==> config.mk <==
export PLATFORM = sky130hd
export DESIGN_NAME = tcc_channel
export DESIGN_NICKNAME = d
export VERILOG_FILES = /design/src/tcc_channel.v /design/src/tcc_edge_det.v
export VERILOG_INCLUDE_DIRS = /design/src
export SDC_FILE = /design/constraint.sdc
export NUM_CORES = 1
export LEC_CHECK = 0
export BUFFER_PORTS_ARGS = -buffer_cell sky130_fd_sc_hd__buf_2
export CORE_MARGIN = 1
export CORE_UTILIZATION = 55
export DETAILED_ROUTE_END_ITERATION = 8
export GPL_ROUTABILITY_DRIVEN = 0
export PLACE_DENSITY = 0.82
export SLEW_MARGIN = 20
export SYNTH_ARGS = -nofsm -noshare
export SYNTH_HDL_FRONTEND = slang
export SYNTH_SLANG_ARGS = --single-unit
==> constraint.sdc <==
create_clock -name clk -period 3 [get_ports clk]
set_input_delay 0.15 -clock clk [delete_from_list [all_inputs] [get_ports clk]]
set_output_delay 0.15 -clock clk [all_outputs]
set_load 0.05 [all_outputs]
==> src/tcc_map.vh <==
// Register map, field positions and reset values of the channel block.
`ifndef TCC_MAP_VH
`define TCC_MAP_VH
// ----------------------------------------------------------------------------
// Register byte offsets
// ----------------------------------------------------------------------------
`define TCC_OFF_IOCTL    12'h000
`define TCC_OFF_CTRL     12'h004
`define TCC_OFF_COUNT    12'h008
`define TCC_OFF_REGB     12'h00C
`define TCC_OFF_STATUS   12'h010
`define TCC_OFF_MASK     12'h014
// ----------------------------------------------------------------------------
// Field positions
// ----------------------------------------------------------------------------
`define TCC_IOSEL_MSB    7
`define TCC_IOSEL_LSB    4
`define TCC_CTRL_RUN     0
`define TCC_CTRL_CLRB    1
`define TCC_CTRL_SRC     2
`define TCC_ST_MATCH     0
`define TCC_ST_CAPT      1
// ----------------------------------------------------------------------------
// Reset values
// ----------------------------------------------------------------------------
`define TCC_RST_IOCTL    8'h00
`define TCC_RST_CTRL     3'h0
`define TCC_RST_REGB     16'hFFFF
`endif

==> src/tcc_channel.v <==
// Capture and compare pin control of timer channel 1, register B, over APB.
`default_nettype none
`include "tcc_map.vh"
module tcc_channel #(
  parameter CNT_W = 16
) (
  input  wire              clk,
  input  wire              rst_n,
  input  wire              psel,
  input  wire              penable,
  input  wire              pwrite,
  input  wire [11:0]       paddr,
  input  wire [31:0]       pwdata,
  output reg  [31:0]       prdata,
  output wire              pready,
  output wire              pslverr,
  input  wire              pin_b_in,
  output reg               pin_b_out,
  output reg               pin_b_oe_n,
  input  wire              regc_ch0_event,
  input  wire              other_ch_event,
  output wire              irq
);
  // ---------------------------------------------------------------------------
  // Reset release: asserted at once, released through two flops.
  // ---------------------------------------------------------------------------
  reg rst_m_ff;
  reg rst_s_ff;
  always @(posedge clk or negedge rst_n) begin
    if (!rst_n) begin
      rst_m_ff <= 1'b0;
      rst_s_ff <= 1'b0;
    end else begin
      rst_m_ff <= 1'b1;
      rst_s_ff <= rst_m_ff;
    end
  end
  wire srst_n = rst_s_ff;

  // ---------------------------------------------------------------------------
  // Registers and decode.
  // ---------------------------------------------------------------------------
  reg  [7:0]       ioctl_ff;     // timer_io_control_ch1
  reg  [2:0]       ctrl_ff;      // run, clear-on-capture, source select
  reg  [CNT_W-1:0] count_ff;     // timer_counter_value
  reg  [CNT_W-1:0] regb_ff;      // general_reg_b_ch1
  reg  [1:0]       status_ff;
  reg  [1:0]       mask_ff;
  reg              ext_ev_m_ff;
  reg              ext_ev_s_ff;
  reg              ext_ev_l_ff;
  reg              regc_m_ff;
  reg              regc_s_ff;
  reg              regc_l_ff;

  wire wr_en = psel & penable & pwrite;
  wire rd_en = psel & penable & ~pwrite;
  wire known = (paddr == `TCC_OFF_IOCTL)  || (paddr == `TCC_OFF_CTRL) ||
               (paddr == `TCC_OFF_COUNT)  || (paddr == `TCC_OFF_REGB) ||
               (paddr == `TCC_OFF_STATUS) || (paddr == `TCC_OFF_MASK);

  // Zero wait states; unmapped addresses answer with an error.
  assign pready  = 1'b1;
  assign pslverr = psel & penable & ~known;

  wire [3:0] io_sel     = ioctl_ff[`TCC_IOSEL_MSB:`TCC_IOSEL_LSB];
  wire       mode_capt  = io_sel[3];
  wire       run        = ctrl_ff[`TCC_CTRL_RUN];
  wire       clr_on_b   = ctrl_ff[`TCC_CTRL_CLRB];
  wire       src_other  = ctrl_ff[`TCC_CTRL_SRC];

  // ---------------------------------------------------------------------------
  // Event inputs: pin edges, channel 0 register C and another channel.
  // ---------------------------------------------------------------------------
  wire pin_rise;
  wire pin_fall;
  tcc_edge_det u_pin_edge (
    .clk    (clk),
    .rst_n  (srst_n),
    .pin_in (pin_b_in),
    .rise   (pin_rise),
    .fall   (pin_fall)
  );

  // Event lines from other channels are treated as asynchronous levels.
  always @(posedge clk or negedge srst_n) begin
    if (!srst_n) begin
      ext_ev_m_ff <= 1'b0;
      ext_ev_s_ff <= 1'b0;
      ext_ev_l_ff <= 1'b0;
      regc_m_ff   <= 1'b0;
      regc_s_ff   <= 1'b0;
      regc_l_ff   <= 1'b0;
    end else begin
      ext_ev_m_ff <= other_ch_event;
      ext_ev_s_ff <= ext_ev_m_ff;
      ext_ev_l_ff <= ext_ev_s_ff;
      regc_m_ff   <= regc_ch0_event;
      regc_s_ff   <= regc_m_ff;
      regc_l_ff   <= regc_s_ff;
    end
  end
  wire ext_rise  = ext_ev_s_ff & ~ext_ev_l_ff;
  wire ext_fall  = ~ext_ev_s_ff & ext_ev_l_ff;
  wire regc_rise = regc_s_ff & ~regc_l_ff;

  // A pulse narrower than one clock period can be missed, so a source clocked at
  // a rate above the system clock can lose captures.
  wire edge_rise = src_other ? ext_rise : pin_rise;
  wire edge_fall = src_other ? ext_fall : pin_fall;

  reg capt_hit;
  // Edge choice per capture code.
  always @* begin
    capt_hit = 1'b0;
    if (mode_capt) begin
      case (io_sel[2:0])
        3'b000:  capt_hit = edge_rise;
        3'b001:  capt_hit = edge_fall;
        3'b010,
        3'b011:  capt_hit = edge_rise | edge_fall;
        default: capt_hit = regc_rise;
      endcase
    end
  end

  // ---------------------------------------------------------------------------
  // Counter, compare and capture.
  // ---------------------------------------------------------------------------
  wire match_hit = ~mode_capt & run & (count_ff == regb_ff);
  wire cnt_wr    = wr_en & (paddr == `TCC_OFF_COUNT);
  wire regb_wr   = wr_en & (paddr == `TCC_OFF_REGB);

  // Capture wins over a software write landing in the same cycle.
  always @(posedge clk or negedge srst_n) begin
    if (!srst_n) begin
      count_ff <= {CNT_W{1'b0}};
      regb_ff  <= `TCC_RST_REGB;
    end else begin
      if (capt_hit && clr_on_b)
        count_ff <= {CNT_W{1'b0}};
      else if (cnt_wr)
        count_ff <= pwdata[CNT_W-1:0];
      else if (run)
        count_ff <= count_ff + {{(CNT_W-1){1'b0}}, 1'b1};
      if (capt_hit)
        regb_ff <= count_ff;
      else if (regb_wr)
        regb_ff <= pwdata[CNT_W-1:0];
    end
  end

  // ---------------------------------------------------------------------------
  // Pin drive in compare mode.
  // ---------------------------------------------------------------------------
  wire ioctl_wr = wr_en & (paddr == `TCC_OFF_IOCTL);
  wire [3:0] new_sel = pwdata[`TCC_IOSEL_MSB:`TCC_IOSEL_LSB];
  reg  [7:0] nxt_ioctl_ff;
  always @* begin
    nxt_ioctl_ff = ioctl_ff;
    if (ioctl_wr)
      nxt_ioctl_ff = pwdata[7:0];
  end

  // The initial level is applied when the select field is written; the
  // enable is low while the pin is driven.
  always @(posedge clk or negedge srst_n) begin
    if (!srst_n) begin
      ioctl_ff   <= `TCC_RST_IOCTL;
      pin_b_out  <= 1'b0;
      pin_b_oe_n <= 1'b1;
    end else begin
      ioctl_ff <= nxt_ioctl_ff;
      if (ioctl_wr) begin
        pin_b_out  <= new_sel[2];
        pin_b_oe_n <= new_sel[3] | (new_sel[1:0] == 2'b00);
      end else if (match_hit && !pin_b_oe_n) begin
        case (io_sel[1:0])
          2'b01:   pin_b_out <= 1'b0;
          2'b10:   pin_b_out <= 1'b1;
          2'b11:   pin_b_out <= ~pin_b_out;
          default: pin_b_out <= pin_b_out;
        endcase
      end
    end
  end

  // ---------------------------------------------------------------------------
  // Control, status and mask; a read of status clears it, set wins.
  // ---------------------------------------------------------------------------
  wire st_rd = rd_en & (paddr == `TCC_OFF_STATUS);
  wire [1:0] st_set = {capt_hit, match_hit};
  // Only the bits that this read returned are cleared.  prdata was loaded at
  // the setup edge, so an event that lands on that edge survives the read.
  wire [1:0] st_clr = st_rd ? prdata[1:0] : 2'b00;
  always @(posedge clk or negedge srst_n) begin
    if (!srst_n) begin
      ctrl_ff   <= `TCC_RST_CTRL;
      mask_ff   <= 2'b00;
      status_ff <= 2'b00;
    end else begin
      if (wr_en && paddr == `TCC_OFF_CTRL)
        ctrl_ff <= pwdata[2:0];
      if (wr_en && paddr == `TCC_OFF_MASK)
        mask_ff <= pwdata[1:0];
      status_ff <= (status_ff & ~st_clr) | st_set;
    end
  end
  assign irq = |(status_ff & mask_ff);

  // ---------------------------------------------------------------------------
  // Read data, registered at the setup cycle.
  // ---------------------------------------------------------------------------
  always @(posedge clk or negedge srst_n) begin
    if (!srst_n) begin
      prdata <= 32'h0000_0000;
    end else if (psel && !penable && !pwrite) begin
      case (paddr)
        `TCC_OFF_IOCTL:  prdata <= {24'h00_0000, ioctl_ff};
        `TCC_OFF_CTRL:   prdata <= {29'h0000_0000, ctrl_ff};
        `TCC_OFF_COUNT:  prdata <= {{(32-CNT_W){1'b0}}, count_ff};
        `TCC_OFF_REGB:   prdata <= {{(32-CNT_W){1'b0}}, regb_ff};
        `TCC_OFF_STATUS: prdata <= {30'h0000_0000, status_ff};
        `TCC_OFF_MASK:   prdata <= {30'h0000_0000, mask_ff};
        default:         prdata <= 32'h0000_0000;
      endcase
    end
  end
endmodule // tcc_channel
`default_nettype wire

==> src/tcc_edge_det.v <==
// Pin synchroniser with rising and falling edge detection.
`default_nettype none
module tcc_edge_det (
  input  wire clk,
  input  wire rst_n,
  input  wire pin_in,
  output wire rise,
  output wire fall
);
  reg meta_ff;
  reg sync_ff;
  reg last_ff;

  // ---------------------------------------------------------------------------
  // Two stages, then a delayed copy for the edge compare.
  // ---------------------------------------------------------------------------
  // Only sync_ff and last_ff feed the edge logic, never meta_ff.
  always @(posedge clk or negedge rst_n) begin
    if (!rst_n) begin
      meta_ff <= 1'b0;
      sync_ff <= 1'b0;
      last_ff <= 1'b0;
    end else begin
      meta_ff <= pin_in;
      sync_ff <= meta_ff;
      last_ff <= sync_ff;
    end
  end

  assign rise = sync_ff & ~last_ff;
  assign fall = ~sync_ff & last_ff;
endmodule // tcc_edge_det
`default_nettype wire

==> results of run 1 <==
cells in the final DEF, fill, tap and decap left out, types with 12 or more instances in the layout:
| cell | count |
|---|---|
| a211oi_1 | 14 |
| conb_1 | 18 |
| xnor2_1 | 14 |
| o21ai_1 | 12 |
| dfrtp_1 | 58 |
| xor2_1 | 19 |
| nor2_1 | 53 |
| buf_2 | 55 |
| mux2i_1 | 20 |
| nand2_1 | 38 |
| a21oi_1 | 20 |
| dfstp_2 | 17 |
sequential cells by signal (all words and copies together), names as in the netlist, 2 cells and up:
register   count
count_ff      16
prdata        16
regb_ff       16
ioctl_ff       8
ctrl_ff        3
mask_ff        2
status_ff      2
final timing paths:
check | startpoint | endpoint | slack (ps) | cells after the start
setup / recovery | count_ff[4] | pin_b_out | 680 | 6
hold / removal | pwdata[3] | ioctl_ff[3] | 70 | 2
setup reg to reg | count_ff[4] | pin_b_out | 680 | 6
hold reg to reg | u_pin_edge.meta_ff | u_pin_edge.sync_ff | 360 | 0
max in group asynchronous | rst_s_ff | prdata[14] | 1920 | 1
min in group asynchronous | rst_n | rst_m_ff | 100 | 2
layout make-up:
cell class / count / area share (%)
Clock buffer: 10 / 2.97
Clock inverter: 6 / 1.54
Tap cell: 99 / 2.67
Inverter: 6 / 0.486
Multi-Input combinational cell: 306 / 42.9
Sequential cell: 76 / 41.5
Timing Repair Buffer: 66 / 7.94
per-stage QoR:
stage	worst slack [ps]	util (%)	instance area, sq um	hold slack, ps
global placement	735	60.5	4390	-66.2
floorplan	756	-	4180	-146
finish	676	63.9	4630	71.8
detailed placement	622	60.5	4390	-64.0
CTS	724	63.9	4630	63.4
global route	586	63.9	4630	75.8
repair_timing:
item	in CTS	in global routing
resized for setup	0	0
hold buffers	4	0
hold endpoints to repair	5	0
cell families after synthesis:
| family | share of synthesized area, % |
|---|---|
| multiplexers | 8.96 |
| buffers and inverters | 6.62 |
| AO/OA/AOI/OAI | 12.2 |
| AND/OR/NAND/NOR | 16.8 |
| adder cells (fa/ha/maj) | 1.52 |
| flip-flops | 46.7 |
| other | 0.182 |
| XOR/XNOR | 7.02 |
metal layers:
metal / global-route usage, % / vias to the layer above / wire length [um]
li1: - / 1513 / -
met1: 31.7 / 1563 / 3910
met2: 41.3 / 120 / 4460
met3: 4.57 / 18 / 506
met4: 9.97 / 0 / 157
met5: 0 / - / 0
power by group through the flow:
stage	Combinational, mW	Clock, mW	Sequential (mW)
floorplan	0.120	0	1.08
global placement	0.156	0	1.07
detailed placement	0.158	0	1.07
CTS	0.163	0.830	1.05
global route	0.177	0.867	1.06
finish	0.163	0.821	1.05
==> impl_metrics.tcl, run 1 <==
set metrics [dict create \
    ys_ff_latch 76 \
    antenna_found_initial 0 \
    cts_tree "yes" \
    synth_commonest_cells "dfrtp_1, nor2_1, nand2_1, a21oi_1, mux2i_1" \
    die_h_um 88.5 \
    crit_type "reg -> reg" \
    synth_flop_cell "dfrtp_1" \
    postCtsSetupRepairBufs 0 \
    vias 3214 \
    htreeDepth 3 \
    finalCriticalPeriod_ps 2320 \
    synthCells 414 \
    synth_edf_count 0 \
    cellLeakagePower_nw 1.94 \
    hp-class "in -> reg" \
    drt_iter0_markers 257 \
    p_int_mw 1.50 \
    path_clk_slew_ps 80 \
    finalSetupTns_ps 0 \
    worstSetupEndpointType "flip-flop" \
    p_switching_mw 0.540 \
    ctsLongestPathBuffers 2 \
    yosysMostFrequentCell "dfrtp_1" \
    ys_top_cells_by_area "dfrtp_1, dfstp_2, mux2i_1" \
    syn_area_per_cell_sq_um 9.95 \
    power.total_mw 2.04 \
    worst_pin_slew_ps 930 \
    cpPeakStageDelay_ps 490 \
    cp_num_buf_inv 0 \
    switching_share_pct 26.5 \
    grt-ovfl-total 0 \
    cts_num_sinks 76 \
    start_util_pct 56.8 \
    maxSlewViolCount 0 \
    grt_pass1_vias 3017 \
    rsz0062_at_grt "false" \
    grt_pass1_wl_mm 14.4 \
    nFillCells 596 \
    dp.cells 549 \
    io_buffers 55 \
    yosysWarnings 0 \
    crit_path_top_delay_cell "or4_1" \
    die_x_um 88.5 \
    rows 31 \
    crit_required_ps 3220 \
    ir_drop_v 0.000306 \
    crit_path_cell_trace "xor2_1, nor4_1, nand3_1, or4_1, o31ai_1, o22ai_1" \
    clock-root-buffer "clkbuf_8" \
    arrival_ps 2550 \
    grt.total_usage_pct 24.7 \
    die_area_sq_um 7840 \
    routed_via_density 5.65 \
    seq_area_frac_synth_pct 46.7 \
    io_pins 89 \
    hold_viol 0 \
    nNetsFinal 522 \
    fmax_mhz 430 \
    cp-start-kind "flip-flop" \
    asyncSetResetFlopFracSynth_pct 100 \
    crit_family "simple AND/OR/NAND/NOR gates" \
    pwr-share-clk_pct 40.3 \
    syn_to_final_growth_pct 12.5 \
    yosysTopAreaCellShare_pct 35.8 \
    cts_inserted_buffers 9 \
    place.detailed.hpwl_mm 6.27 \
    ant_nets 0 \
    slew_headroom_pct 37.9 \
    synth_cell_types 47 \
    seqCellArea_sq_um 1920 \
    drc 0 \
    fin_cells 569 \
    wl_mm 9.04 \
    setup_viol 0 \
    power_frac_seq_pct 51.7 \
    grt_start_max_net_pins 75 \
    diodes 0 \
    coreArea_sq_um 7250 \
    netlist_area_sq_um 4120 \
    period_share_pct 77.5 \
    cp_max_fo 6 \
    drt_pass1_iterations 5 \
    multiInputGateArea_sq_um 1990 \
    skew_ps 12.0 \
    wl_per_cell_um 15.9 \
    max-cap-violations 0 \
    synth_top_cell_by_area "dfrtp_1" \
    power_frac_comb_pct 8.0 \
    outcome "finished, final reports clean" \
    drive_gt1_share_pct 24.0 \
    cellPowerDensity_nw_per_um2 440 \
    clk-insertion-delay-late_ps 360 \
]
Power figures use the tool's default switching activity.
==> run 2: changes to the inputs <==
==> constraint.sdc (replaced) <==
create_clock -name clk -period 2.3 [get_ports clk]
set_input_delay 0.115 -clock clk [delete_from_list [all_inputs] [get_ports clk]]
set_output_delay 0.115 -clock clk [all_outputs]
set_load 0.05 [all_outputs]
==> impl_metrics.tcl, run 2 (synthesized netlist as in run 1, its figures left out) <==
set metrics [dict create \
    outcome "finished, final reports clean" \
    switching_share_pct 23.8 \
    finalSetupTns_ps 0 \
    io_pins 89 \
    path_clk_slew_ps 70 \
    final_common_cell "dfrtp_1" \
    routed_via_density 5.88 \
    worst_pin_slew_ps 542 \
    diodes 0 \
    die_h_um 88.5 \
    cp-start-kind "flip-flop" \
    skew_ps 11.1 \
    power.total_mw 2.81 \
    p_switching_mw 0.667 \
    grt_pass1_vias 3306 \
    setup_viol 0 \
    die_x_um 88.5 \
    clock-root-buffer "clkbuf_8" \
    clk-insertion-delay-late_ps 360 \
    drc 0 \
    vias 3396 \
    wl_per_cell_um 16.6 \
    start_util_pct 56.8 \
    crit_type "reg -> reg" \
    cpPeakStageDelay_ps 480 \
    drt_iter0_markers 324 \
    cp_max_fo 6 \
    seqCellArea_sq_um 1920 \
    fin_ws_ps 111 \
    grt-ovfl-total 0 \
    cellLeakagePower_nw 2.00 \
    coreArea_sq_um 7250 \
    cts_num_sinks 76 \
    dp.cells 558 \
    final_cell_mix "dfrtp_1, buf_2, nor2_1" \
    ctsLongestPathBuffers 2 \
    cts_tree "yes" \
    rows 31 \
    grt_pass1_wl_mm 15.8 \
    power_frac_comb_pct 7.8 \
    grt.total_usage_pct 26.7 \
    place.detailed.hpwl_mm 6.73 \
    crit_path_top_delay_cell "or4_1" \
    io_buffers 55 \
    period_share_pct 95.2 \
    nFillCells 610 \
    antenna_found_initial 0 \
    worstSetupEndpointType "flip-flop" \
    arrival_ps 2420 \
    finalInstanceArea_sq_um 4750 \
    htreeDepth 3 \
    crit_path_cell_trace "xor2_1, nor4_2, nand3_1, or4_1, o31ai_1, o22ai_1" \
    cts_inserted_buffers 9 \
    postCtsSetupRepairBufs 0 \
    cp_num_buf_inv 0 \
    wl_mm 9.60 \
    p_int_mw 2.14 \
    hp-class "in -> reg" \
    pwr-share-clk_pct 43.1 \
    fin_cells 578 \
    dp_slack_ps 207 \
    rsz0062_at_grt "false" \
    multiInputGateArea_sq_um 1990 \
    cellPowerDensity_nw_per_um2 591 \
    whs_ps 31.8 \
    power_frac_seq_pct 49.1 \
    crit_required_ps 2530 \
    crit_family "simple AND/OR/NAND/NOR gates" \
    ant_nets 0 \
    final_util_pct 65.4 \
    place_area_sq_um 4470 \
    nNetsFinal 531 \
    ir_drop_v 0.000341 \
    slew_headroom_pct 63.8 \
    hold_viol 0 \
    top_regs "count_ff x16, prdata x16, regb_ff x16" \
    syn_to_final_growth_pct 15.2 \
    finalCriticalPeriod_ps 2190 \
    maxSlewViolCount 0 \
    drive_gt1_share_pct 25.3 \
    fmax_mhz 457 \
    drt_pass1_iterations 5 \
    die_area_sq_um 7840 \
    max-cap-violations 0 \
    grt_start_max_net_pins 54 \
]
[run 2: cell types whose count changed in the layout (fill, tap and decap cells not counted)]
cell and change:
buf_12 +1, nor4_1 -1, inv_6 -2, clkbuf_8 -1
clkinv_2 +1, nor4_2 +1, clkinv_4 -1, buf_4 +8
clkinvlp_4 -1, bufinv_16 +2, clkbuf_1 +2
[run 2: final cells by class]
cell class	count	area share, %
Clock buffer	11	2.77
Clock inverter	5	2.16
Inverter	6	0.475
Multi-Input combinational cell	306	42.0
Sequential cell	76	40.5
Tap cell	99	2.61
Timing Repair Buffer	75	9.44
[run 2: power groups by stage]
stage               clock network [mW]  registers, mW  logic (mW)
floorplan                            0           1.41       0.157
global placement                     0           1.40       0.205
detailed placement                   0           1.40       0.209
CTS                               1.22           1.38       0.217
global route                      1.27           1.38       0.235
finish                            1.21           1.38       0.218
[run 2: routing by layer]
| metal | wire (um) | track usage (%) | vias up |
|---|---|---|---|
| li1 | - | - | 1544 |
| met3 | 564 | 4.01 | 28 |
| met2 | 4830 | 45.5 | 151 |
| met1 | 3930 | 33.4 | 1673 |
| met5 | 0 | 0 | - |
| met4 | 272 | 12.9 | 0 |
[run 2: final timing paths]
check	from	endpoint	slack (ps)	depth (start not counted)
setup / recovery	count_ff[7]	pin_b_out	110	6
hold / removal	pwdata[5]	ioctl_ff[5]	30	2
setup reg to reg	count_ff[7]	pin_b_out	110	6
hold reg to reg	rst_s_ff	regc_s_ff	230	0
max in group asynchronous	rst_s_ff	regb_ff[1]	1350	1
min in group asynchronous	rst_n	rst_m_ff	70	2
[run 2: worst register-to-register path: stages, from the launching register on]
cell and delay, ps:
dfrtp_1 460, xor2_1 230, nor4_2 360, nand3_1 180, or4_1 480, o31ai_1 270
o22ai_1 100
[run 2: timing repair]
action | 4_1_cts | 5_1_grt
endpoints found under the hold margin | 5 | 0
endpoints found under the setup margin | 0 | 1
hold buffers | 4 | 0
gates resized for setup | 0 | 1
==> run 3: changes to the inputs <==
--- a/config.mk
+++ b/config.mk
@@ -8,10 +8,10 @@
 export LEC_CHECK = 0
 export BUFFER_PORTS_ARGS = -buffer_cell sky130_fd_sc_hd__buf_2
 export CORE_MARGIN = 1
-export CORE_UTILIZATION = 55
+export CORE_UTILIZATION = 40
 export DETAILED_ROUTE_END_ITERATION = 8
 export GPL_ROUTABILITY_DRIVEN = 0
-export PLACE_DENSITY = 0.82
+export PLACE_DENSITY = 0.63
 export SLEW_MARGIN = 20
 export SYNTH_ARGS = -nofsm -noshare
 export SYNTH_HDL_FRONTEND = slang
==> impl_metrics.tcl, run 3 (synthesized netlist as in run 1, its figures left out) <==
set metrics [dict create \
    r2r_start "count_ff[7]" \
    wl_per_cell_um 15.7 \
    drive_gt1_share_pct 25.9 \
    skew_ps 9.83 \
    diodes 0 \
    switching_share_pct 26.6 \
    fin_ws_ps 226 \
    crit_required_ps 2530 \
    crit_end "pin_b_out" \
    cp_max_fo 6 \
    power_frac_seq_pct 51.4 \
    die_h_um 103 \
    dp_slack_ps 251 \
    rsz0062_at_grt "false" \
    clock-root-buffer "clkbuf_8" \
    htreeDepth 3 \
    die_area_sq_um 10700 \
    grt_pass1_wl_mm 15.6 \
    wl_mm 9.65 \
    drt_iter0_markers 245 \
    final_common_cell "dfrtp_1" \
    vias 3207 \
    dp.cells 595 \
    max-cap-violations 0 \
    syn_to_final_growth_pct 16.1 \
    grt.total_usage_pct 19.7 \
    cellPowerDensity_nw_per_um2 559 \
    reg2reg_setup_slack_ps 230 \
    ant_nets 0 \
    cts_inserted_buffers 9 \
    top_regs "count_ff x16, prdata x16, regb_ff x16" \
    maxSlewViolCount 0 \
    cts_num_sinks 76 \
    power_frac_comb_pct 8.3 \
    nNetsFinal 534 \
    grt_pass1_vias 3092 \
    finalCriticalPeriod_ps 2070 \
    place.detailed.hpwl_mm 6.91 \
    finalInstanceArea_sq_um 4780 \
    p_switching_mw 0.711 \
    grt-ovfl-total 0 \
    p_int_mw 1.96 \
    crit_type "reg -> reg" \
    period_share_pct 90.2 \
    coreArea_sq_um 9860 \
    fmax_mhz 482 \
    cts_tree "yes" \
    finalSetupTns_ps 0 \
    antenna_found_initial 0 \
    worstSetupEndpointType "flip-flop" \
    cp-start-kind "flip-flop" \
    final_util_pct 48.5 \
    power.total_mw 2.67 \
    clk-insertion-delay-late_ps 350 \
    r2r_cells 6 \
    setup_viol 0 \
    outcome "finished, final reports clean" \
    hold_viol 0 \
    fin_cells 615 \
    r2r-end "pin_b_out" \
    grt_start_max_net_pins 61 \
    io_buffers 55 \
    final_cell_mix "dfrtp_1, buf_2, nor2_1" \
    drc 0 \
    io_pins 89 \
    routed_via_density 5.21 \
    ctsLongestPathBuffers 2 \
    die_x_um 103 \
    cellLeakagePower_nw 2.00 \
    place_area_sq_um 4530 \
    crit_path_start "count_ff[7]" \
    whs_ps 29.0 \
    path_clk_slew_ps 80 \
    rows 36 \
    drt_pass1_iterations 4 \
    start_util_pct 41.8 \
    hp-class "in -> reg" \
    ir_drop_v 0.000251 \
    pwr-share-clk_pct 40.3 \
    arrival_ps 2300 \
]
run 3: cell count changes in the layout (fill, tap and decap cells not counted), sizes merged:
cell | before | now
clkinv | 1 | 3
inv | 6 | 7
bufinv | 3 | 1
buf | 71 | 74
clkbuf | 11 | 10
run 3: final cells by class:
type	count	area (sq um)
Clock inverter	6	72.6
Fill cell	916	5080
Inverter	6	22.5
Timing Repair Buffer	78	470
Clock buffer	10	138
Sequential cell	76	1920
Multi-Input combinational cell	306	1990
Tap cell	133	166
run 3: power by group through the flow:
stage / sequential (mW) / clock (mW) / combinational [mW]
2_1_floorplan: 1.41 / 0 / 0.157
3_3_place_gp: 1.40 / 0 / 0.214
3_5_place_dp: 1.40 / 0 / 0.217
4_1_cts: 1.37 / 1.10 / 0.223
5_1_grt: 1.38 / 1.16 / 0.240
6_report: 1.37 / 1.08 / 0.221
run 3: worst max-delay path: stages, from the launching register on:
cell and delay [ps]:
dfrtp_1 450, xor2_1 200, nor4_1 280, nand3_1 170, or4_1 490, o31ai_1 260, o22ai_1 100
run 3: how the worst min path moves through the flow:
stage,start,end,cells after the start
after global placement,rst_n,rst_m_ff,1
final,pwdata[4],ioctl_ff[4],2
after global routing,pwdata[7],ioctl_ff[7],2
after CTS,pwdata[4],ioctl_ff[4],2
after detailed placement,rst_n,rst_m_ff,1
after floorplan,rst_n,rst_m_ff,0
run 3: routing by layer:
layer	share of wire (%)	global-route usage (%)	wire length (um)	up-vias
li1	-	-	-	1540
met1	44	25.6	4230	1564
met2	49	32.8	4760	88
met3	5.2	3.43	504	15
met4	1.6	7.91	153	0
met5	0	0	0	-
run 3: repair_timing:
| item | CTS | global route |
|---|---|---|
| endpoints found under the hold margin | 5 | 0 |
| gates resized for setup | 0 | 0 |
| buffers inserted | 0 | 0 |
| hold buffers | 4 | 0 |
